==> config.mk <==
export PLATFORM = sky130hd
export DESIGN_NAME = muxed_io_bus_idle_cycle_ctrl
export DESIGN_NICKNAME = d
export VERILOG_FILES = /design/src/mux_bus_pkg.sv /design/src/muxed_io_bus_idle_cycle_ctrl.sv /design/src/idle_count_decode.sv
export SDC_FILE = /design/constraint.sdc
export NUM_CORES = 1
export LEC_CHECK = 0
export BUFFER_PORTS_ARGS = -buffer_cell sky130_fd_sc_hd__clkbuf_2
export CAP_MARGIN = 5
export CORE_ASPECT_RATIO = 0.75
export CORE_UTILIZATION = 49
export CTS_BUF_LIST = sky130_fd_sc_hd__clkbuf_4
export DETAILED_ROUTE_END_ITERATION = 12
export PLACE_DENSITY = 0.85
export SKIP_CTS_REPAIR_TIMING = 1
export SLEW_MARGIN = 20
export SYNTH_ARGS = -nofsm -noshare
export SYNTH_HDL_FRONTEND = slang
export SYNTH_HIERARCHICAL = 1
export SYNTH_SLANG_ARGS = --single-unit
==> constraint.sdc <==
create_clock -name clk -period 4.08 [get_ports clk]
set_clock_uncertainty 0.15 [all_clocks]
set_input_delay 0.816 -clock clk [delete_from_list [all_inputs] [get_ports clk]]
set_output_delay 0.816 -clock clk [all_outputs]
set_load 0.03 [all_outputs]
==> src/mux_bus_pkg.sv <==
// Purpose: Shared constants for the multiplexed I/O bus sequencer
// Assumes: One 10 MHz bus clock
// Notes: Idle count encodings and reset values live here
package mux_bus_pkg;
   localparam int AREA_CNT = 8;
   localparam int AREA_W = 3;
   localparam int IDLE_W = 3;
   localparam int WAIT_W = 3;
   // Idle enable bit positions
   localparam int IDLE_EN_WAR = 0;
   localparam int IDLE_EN_RR = 1;
   localparam int IDLE_EN_RAW = 2;
   localparam logic [2:0] IDLE_EN_RST = 3'h7;
   localparam logic [1:0] IDLE_CNT_RST = 2'h3;
   localparam logic [7:0] IDLE_SEL_RST = 8'h00;
   localparam logic [7:0] MUX_AREA_MASK = 8'hF8;
   localparam logic [IDLE_W-1:0] IDLE_MAX = 3'h4;
   localparam logic [IDLE_W-1:0] IDLE_ONE = 3'h1;
   localparam logic [IDLE_W-1:0] IDLE_ZERO = 3'h0;
   localparam logic [WAIT_W-1:0] WAIT_ZERO = 3'h0;
   localparam logic [WAIT_W-1:0] WAIT_ONE = 3'h1;
   localparam logic [1:0] CNT_CODE0 = 2'h0;
   typedef enum logic [8:0] {
      ST_IDLE = 9'h001,
      ST_GAP = 9'h002,
      ST_EXT_PRE = 9'h004,
      ST_ADDR1 = 9'h008,
      ST_ADDRW = 9'h010,
      ST_ADDR2 = 9'h020,
      ST_DATA1 = 9'h040,
      ST_DATA2 = 9'h080,
      ST_EXT_POST = 9'h100
   } bus_state_t;
endpackage

==> src/muxed_io_bus_idle_cycle_ctrl.sv <==
// Purpose: Multiplexed address/data bus cycle and idle cycle sequencer
// Assumes: Requests and WAIT are synchronous to clk
// Notes: A request is held until accDone pulses
`timescale 1ns/1ps
module muxed_io_bus_idle_cycle_ctrl
   import mux_bus_pkg::*;
(
   input wire logic clk,
   input wire logic nrst,
   input wire logic accReq,
   input wire logic accWrite,
   input wire logic [AREA_W-1:0] accArea,
   input wire logic [15:0] accAddr,
   input wire logic [15:0] accWdata,
   input wire logic [7:0] area_muxed_enable,
   input wire logic [7:0] area_width_16,
   input wire logic addr_phase_extend,
   input wire logic [WAIT_W-1:0] waitStates,
   input wire logic waitPinN,
   input wire logic read_strobe_negate_late,
   input wire logic csExtendPre,
   input wire logic csExtendPost,
   input wire logic [2:0] idleEnIn,
   input wire logic [1:0] idleCountAIn,
   input wire logic [1:0] idleCountBIn,
   input wire logic [7:0] idleSelIn,
   input wire logic idleCfgWrite,
   input wire logic [15:0] adIn,
   output logic [15:0] adOut,
   output logic [15:0] adOe,
   output logic area_chip_select_n,
   output logic addr_hold_strobe_n,
   output logic readStrobeN,
   output logic writeHighN,
   output logic writeLowN,
   output logic accDone,
   output logic [15:0] accRdata,
   output logic [2:0] idleEn,
   output logic [1:0] idleCountA,
   output logic [1:0] idleCountB,
   output logic [7:0] idleSel
);
   bus_state_t state_q;
   logic prevValid_q, prevWrite_q;
   logic [AREA_W-1:0] prevArea_q;
   logic [IDLE_W-1:0] gapCnt_q;
   logic [WAIT_W-1:0] waitCnt_q;
   logic [IDLE_W-1:0] cyclesA, cyclesB, idleNeed;
   logic isWide, isMux, useB, muxPrev;
   logic rdLate_q;

   // ------------------------------------------------------------
   // Idle configuration
   // ------------------------------------------------------------
   always_ff @(posedge clk)
   begin
      if (!nrst)
      begin
         idleEn <= IDLE_EN_RST;
         idleCountA <= IDLE_CNT_RST;
         idleCountB <= IDLE_CNT_RST;
         idleSel <= IDLE_SEL_RST;
      end
      else if (idleCfgWrite)
      begin
         idleEn <= idleEnIn;
         idleCountA <= idleCountAIn;
         idleCountB <= idleCountBIn;
         idleSel <= idleSelIn;
      end
   end

   idle_count_decode decA (
      .code(idleCountA),
      .isSettingB(1'b0),
      .cycles(cyclesA)
   );
   idle_count_decode decB (
      .code(idleCountB),
      .isSettingB(1'b1),
      .cycles(cyclesB)
   );

   // ------------------------------------------------------------
   // Idle requirement for the pending access
   // ------------------------------------------------------------
   always_comb
   begin
      useB = idleSel[prevArea_q];
      idleNeed = IDLE_ZERO;
      if (prevValid_q && !prevWrite_q && !accWrite
          && prevArea_q != accArea && idleEn[IDLE_EN_RR])
         idleNeed = useB ? cyclesB : cyclesA;
      else if (prevValid_q && !prevWrite_q && accWrite
               && idleEn[IDLE_EN_WAR])
         idleNeed = useB ? cyclesB : cyclesA;
      else if (prevValid_q && prevWrite_q && !accWrite
               && idleEn[IDLE_EN_RAW])
         idleNeed = cyclesA;
      isWide = area_width_16[accArea];
      isMux = area_muxed_enable[accArea] && MUX_AREA_MASK[accArea];
      // The request may already name the next access during the
      // trailing extension, so that state uses the finished area
      muxPrev = area_muxed_enable[prevArea_q] && MUX_AREA_MASK[prevArea_q];
   end

   // Gap counter runs in every cycle without a bus state, so
   // cycles with no external access already count as idle
   always_ff @(posedge clk)
   begin
      if (!nrst)
         gapCnt_q <= IDLE_MAX;
      else if (state_q == ST_IDLE || state_q == ST_GAP)
      begin
         if (gapCnt_q != IDLE_MAX)
            gapCnt_q <= gapCnt_q + IDLE_ONE;
      end
      else
         gapCnt_q <= IDLE_ZERO;
   end

   // ------------------------------------------------------------
   // Bus cycle sequencer
   // ------------------------------------------------------------
   always_ff @(posedge clk)
   begin
      if (!nrst)
      begin
         state_q <= ST_IDLE;
         waitCnt_q <= WAIT_ZERO;
         prevValid_q <= 1'b0;
         prevWrite_q <= 1'b0;
         prevArea_q <= '0;
      end
      else
      begin
         unique case (state_q)
            ST_IDLE, ST_GAP:
               if (accReq)
               begin
                  if (gapCnt_q < idleNeed)
                     state_q <= ST_GAP;
                  else if (csExtendPre)
                     state_q <= ST_EXT_PRE;
                  else
                     state_q <= ST_ADDR1;
               end
               else
                  state_q <= ST_IDLE;
            ST_EXT_PRE:
               state_q <= ST_ADDR1;
            ST_ADDR1:
               state_q <= addr_phase_extend ? ST_ADDRW : ST_ADDR2;
            ST_ADDRW:
               state_q <= ST_ADDR2;
            ST_ADDR2:
            begin
               state_q <= ST_DATA1;
               waitCnt_q <= waitStates;
            end
            ST_DATA1:
               state_q <= ST_DATA2;
            ST_DATA2:
               if (waitCnt_q != WAIT_ZERO)
                  waitCnt_q <= waitCnt_q - WAIT_ONE;
               else if (waitPinN)
               begin
                  state_q <= csExtendPost ? ST_EXT_POST : ST_IDLE;
                  prevValid_q <= 1'b1;
                  prevWrite_q <= accWrite;
                  prevArea_q <= accArea;
               end
            ST_EXT_POST:
               state_q <= ST_IDLE;
         endcase
      end
   end

   // ------------------------------------------------------------
   // Pin drive
   // ------------------------------------------------------------
   always_ff @(posedge clk)
   begin
      if (!nrst)
      begin
         adOut <= '0;
         adOe <= '0;
         area_chip_select_n <= 1'b1;
         addr_hold_strobe_n <= 1'b1;
         readStrobeN <= 1'b1;
         writeHighN <= 1'b1;
         writeLowN <= 1'b1;
         accDone <= 1'b0;
         accRdata <= '0;
         rdLate_q <= 1'b0;
      end
      else
      begin
         accDone <= 1'b0;
         rdLate_q <= 1'b0;
         area_chip_select_n <= !((isMux && (state_q == ST_EXT_PRE
            || state_q == ST_ADDR1 || state_q == ST_ADDRW
            || state_q == ST_ADDR2 || state_q == ST_DATA1
            || state_q == ST_DATA2))
            || (muxPrev && state_q == ST_EXT_POST));
         addr_hold_strobe_n <= !(state_q == ST_ADDR1
            || state_q == ST_ADDRW);
         if (state_q == ST_ADDR1 || state_q == ST_ADDRW
             || state_q == ST_ADDR2)
         begin
            adOut <= isWide ? accAddr : {8'h00, accAddr[7:0]};
            adOe <= isWide ? 16'hFFFF : 16'h00FF;
         end
         else if ((state_q == ST_DATA1 || state_q == ST_DATA2) && accWrite)
         begin
            adOut <= isWide ? accWdata : {8'h00, accWdata[7:0]};
            adOe <= isWide ? 16'hFFFF : 16'h00FF;
         end
         else
            adOe <= '0;
         readStrobeN <= !((!accWrite && (state_q == ST_DATA1
            || state_q == ST_DATA2)) || rdLate_q);
         writeHighN <= !(accWrite && isWide && state_q == ST_DATA1);
         writeLowN <= !(accWrite && state_q == ST_DATA1);
         if (state_q == ST_DATA2 && waitCnt_q == WAIT_ZERO && waitPinN)
         begin
            accDone <= 1'b1;
            // Late negation keeps the strobe one more cycle
            rdLate_q <= !accWrite && read_strobe_negate_late;
            accRdata <= isWide ? adIn : {8'h00, adIn[7:0]};
         end
      end
   end
endmodule

==> src/idle_count_decode.sv <==
// Purpose: Decode 2-bit idle count settings into a cycle count
// Assumes: Combinational use only
// Notes: Setting B code 0 means no idle cycle
`timescale 1ns/1ps
module idle_count_decode
   import mux_bus_pkg::*;
(
   input wire logic [1:0] code,
   input wire logic isSettingB,
   output logic [IDLE_W-1:0] cycles
);
   always_comb
   begin
      if (isSettingB && code == CNT_CODE0)
         cycles = IDLE_ZERO;
      else
         cycles = IDLE_W'({1'b0, code}) + IDLE_ONE;
   end
endmodule

==> results.md <==
* Via/cell ratio at 5.39
* Fin Setup TNS at 0 ns
* Dpl cells at 653
* Design area at 0.00472 mm2
* DP HPWL at 7560 um
* Compound-gate portion of the synthesized area at 16.0%
* Relative slew margins at 41.1%
* Syn Std Cell Area at 0.00382 mm2
* CP Max Fanout at 7
* Top sig layer: met4
* DRT Pass-1 Iters at 4
* Syn nets at 529
* H-tree depth at 3
* Post-Layout Cell Count at 668
* Core area at 0.00743 mm2
* Logic pwr share at 14.7%
* Switching Power at 0.405 mW
* Setup WS post-layout at 0.719 ns
* Metal2 WL at 4850 um
* Post-DP Area at 0.00457 mm2
* Reg-to-reg startpoint: prevArea_q[0]
* Switching Fraction at 26.7%
* Die height at 78.5 um
* RSZ-0062 raised after global routing: no
* Post-synth top area share at 40.3%
* Main combinational cell family by area after synthesis: simple AND/OR/NAND/NOR gates
* Initial antenna violation count at 0
* Crit. End Element: flop
* LEAKAGE at 2.22 nW
* Critical path type: in2reg
* Reg2Reg Depth at 9
* Simple-gate share of the synthesized area at 19.2%
* Initial cell density of the core at 51.4%
* VDD IR max at 0.241 mV
* Share of flip-flops with an asynchronous set or reset at 0%
* Pwr Density at 321 mW/mm2
* Period utilization at 82.4%
* R2R Setup Slk at 0.74 ns
* Reg2reg end: state_q[2]
* DIE WIDTH at 104 um
* Register area at 0.00154 mm2
* Share of cells above drive strength 1 at 35.8%
* Synth Register Bits at 77
* Adder-Cell Fraction of Synth Area at 3.27%
* Clock Path Buffers at 2
* Post-route DRC at 0
* Most common cell in the netlist: dfxtp_1
* Final hold slack at 0.272 ns
* Hold path depth at 1
* CP Data Arrival Time at 3.54 ns
* Clk_lat worst skew at 0.42 ns
* Final Critical Period at 3.36 ns
* Worst path cell trace: clkbuf_2, xor2_1, nor4_1, or4b_2, o21ai_0, a22oi_1, ha_1, a211oi_1, nor3b_1, and4b_1
* Post-synthesis sequential area ratio at 40.3%
* First-pass GRT wire length at 16000 um
* Startpoint types: primary input
* Final #Nets at 668
* Status: completed
* Setup Viol. Count Final at 0
* Antenna-violating nets left at 0
* WL per Instance at 14.8 um
* Area of the multi-input gates at 0.00201 mm2
* Critical path's slowest cell: or4b_2
* Drt total wl at 9900 um
* Sequential power share at 51.9%
* GP Congestion at 0.869
* Clock sinks at 77
* Post-synth top cells: 77 x dfxtp_1, 47 x nand2_1, 43 x nor2_1
* Slew @ Worst Pin at 0.876 ns
* Yosys warning count at 6
* GRT Overall Usage at 24.8%
* GRT overflow at 0
* Area growth, synth to finish at 23.5%
* CP peak stage delay at 0.67 ns
* Row count at 27
* Met1 WL at 4180 um
* Total die area at 0.00816 mm2
* CTS tree: yes
* Port Buf Inserts at 163
* Syn Area/Cell at 9.02 um2
* MaxCap Viol Count at 0
* Worst Setup EP: state_q[2]
* Synth Instances at 424
* ANT cells at 0
* Via Count at 3603
* Area contributors post-synth: dfxtp_1 40%, mux2i_1 7.9%, nand2_1 4.6%
* Worst-path clk slew at 0.12 ns
* Xor/xnor share of the synthesized area at 1.60%
* DR WL met3 at 764 um
* Post-synth EDFFs at 0
* Count of cell types in the netlist at 57
* Dpl ws at 0.309 ns
* Post-synthesis mux area share at 12.3%
* Drt initial violations at 99
* Largest net degree at the start of global routing at 52
* I/O pin cnt at 164
* CTS buffer count at 9
* Root buffer cell: clkbuf_4
* CP Data Required Time at 4.26 ns
* Area leader, netlist: dfxtp_1
* Max Fclk at 298 MHz
* HP Class: reg2reg
* Pint at 1.11 mW
* FILL cells at 661
* Origin of the worst setup path: accArea[0]
* Top_reg_cell synth: dfxtp_1
* Final Max Tran Viols at 0
* Final hold vios at 0
* Vias in the first global route at 3436
* Clock network power share at 33.4%
## sequential cells by signal, indices dropped and copies added (netlist names), 2 cells and up, named ones only
| signal | count |
|---|---|
| adOut | 16 |
| state_q | 9 |
| idleEn | 3 |
| idleSel | 8 |
| idleCountB | 2 |
| idleCountA | 2 |
| accRdata | 16 |
| prevArea_q | 3 |
| waitCnt_q | 3 |
| adOe | 2 |
| gapCnt_q | 3 |
## layer usage
layer / vias to the layer above / global-route usage (%)
li1: 1764 / -
met1: 1674 / 28.0
met2: 155 / 45.2
met3: 10 / 6.48
met4: 0 / 9.00
met5: - / 0
## stage by stage
step,total power [mW],util (%)
final,1.52,63.5
after global routing,1.59,63.5
after CTS,1.53,63.5
after detailed placement,1.03,61.5
after global placement,1.02,61.5
after floorplan,0.940,-
## critical path, delay by kind of cell
| family | cells | cell delay [ns] |
|---|---|---|
| buf+inv | 1 | 0.20 |
| fa+ha+maj | 1 | 0.31 |
| simple gates | 4 | 1.30 |
| compound gates | 3 | 0.75 |
| xor+xnor | 1 | 0.17 |
## final cells by class
type	instances	share of cell area, %
Multi-Input combinational cell	294	42.5
Sequential cell	77	32.6
Timing Repair Buffer	166	17.8
Tap cell	101	2.68
Clock inverter	5	1.62
Clock buffer	10	1.59
Inverter	15	1.19
## placed cells by master, fill, tap and decap left out, types with 2 or more instances in the layout
master,count
nand3_1,13
a211oi_1,12
conb_1,2
nand2_1,47
a211o_1,7
o211ai_1,2
nor2_1,43
inv_1,14
ha_1,10
or3_1,2
buf_4,3
a21oi_1,24
nand4_1,5
and4_1,2
o31ai_1,3
mux4_2,7
nor4_1,3
a21oi_2,2
o21ai_0,17
and3_1,2
mux2i_1,30
and2_1,2
o21a_1,4
nor3b_1,2
bufinv_16,2
xor2_1,5
clkbuf_4,10
dfxtp_1,77
nor2b_1,6
xnor2_1,2
or2_2,3
clkbuf_2,163
nor3_1,5
clkinv_1,2
a22oi_1,11
and3b_1,2
## logic make-up after synthesis
kind of cell / count (synthesis)
compound gates: 89
xor+xnor: 7
fa+ha+maj: 10
buf+inv: 53
flops: 77
mux: 38
other cells: 2
simple gates: 148
## power groups by stage
stage          clock network [mW]  logic (mW)  registers, mW
3_5_place_dp                    0       0.223          0.804
3_3_place_gp                    0       0.216          0.803
5_1_grt                     0.556       0.243          0.791
2_1_floorplan                   0       0.116          0.825
6_report                    0.506       0.224          0.788
4_1_cts                     0.520       0.224          0.787
## worst min path at each step
stage / from / to / slack, ns
finish: rdLate_q / readStrobeN / 0.27
global route: rdLate_q / readStrobeN / 0.28
CTS: rdLate_q / readStrobeN / 0.27
detailed placement: rdLate_q / readStrobeN / 0.27
global placement: rdLate_q / readStrobeN / 0.26
floorplan: rdLate_q / readStrobeN / 0.25
(Power assumes the default switching activity.)
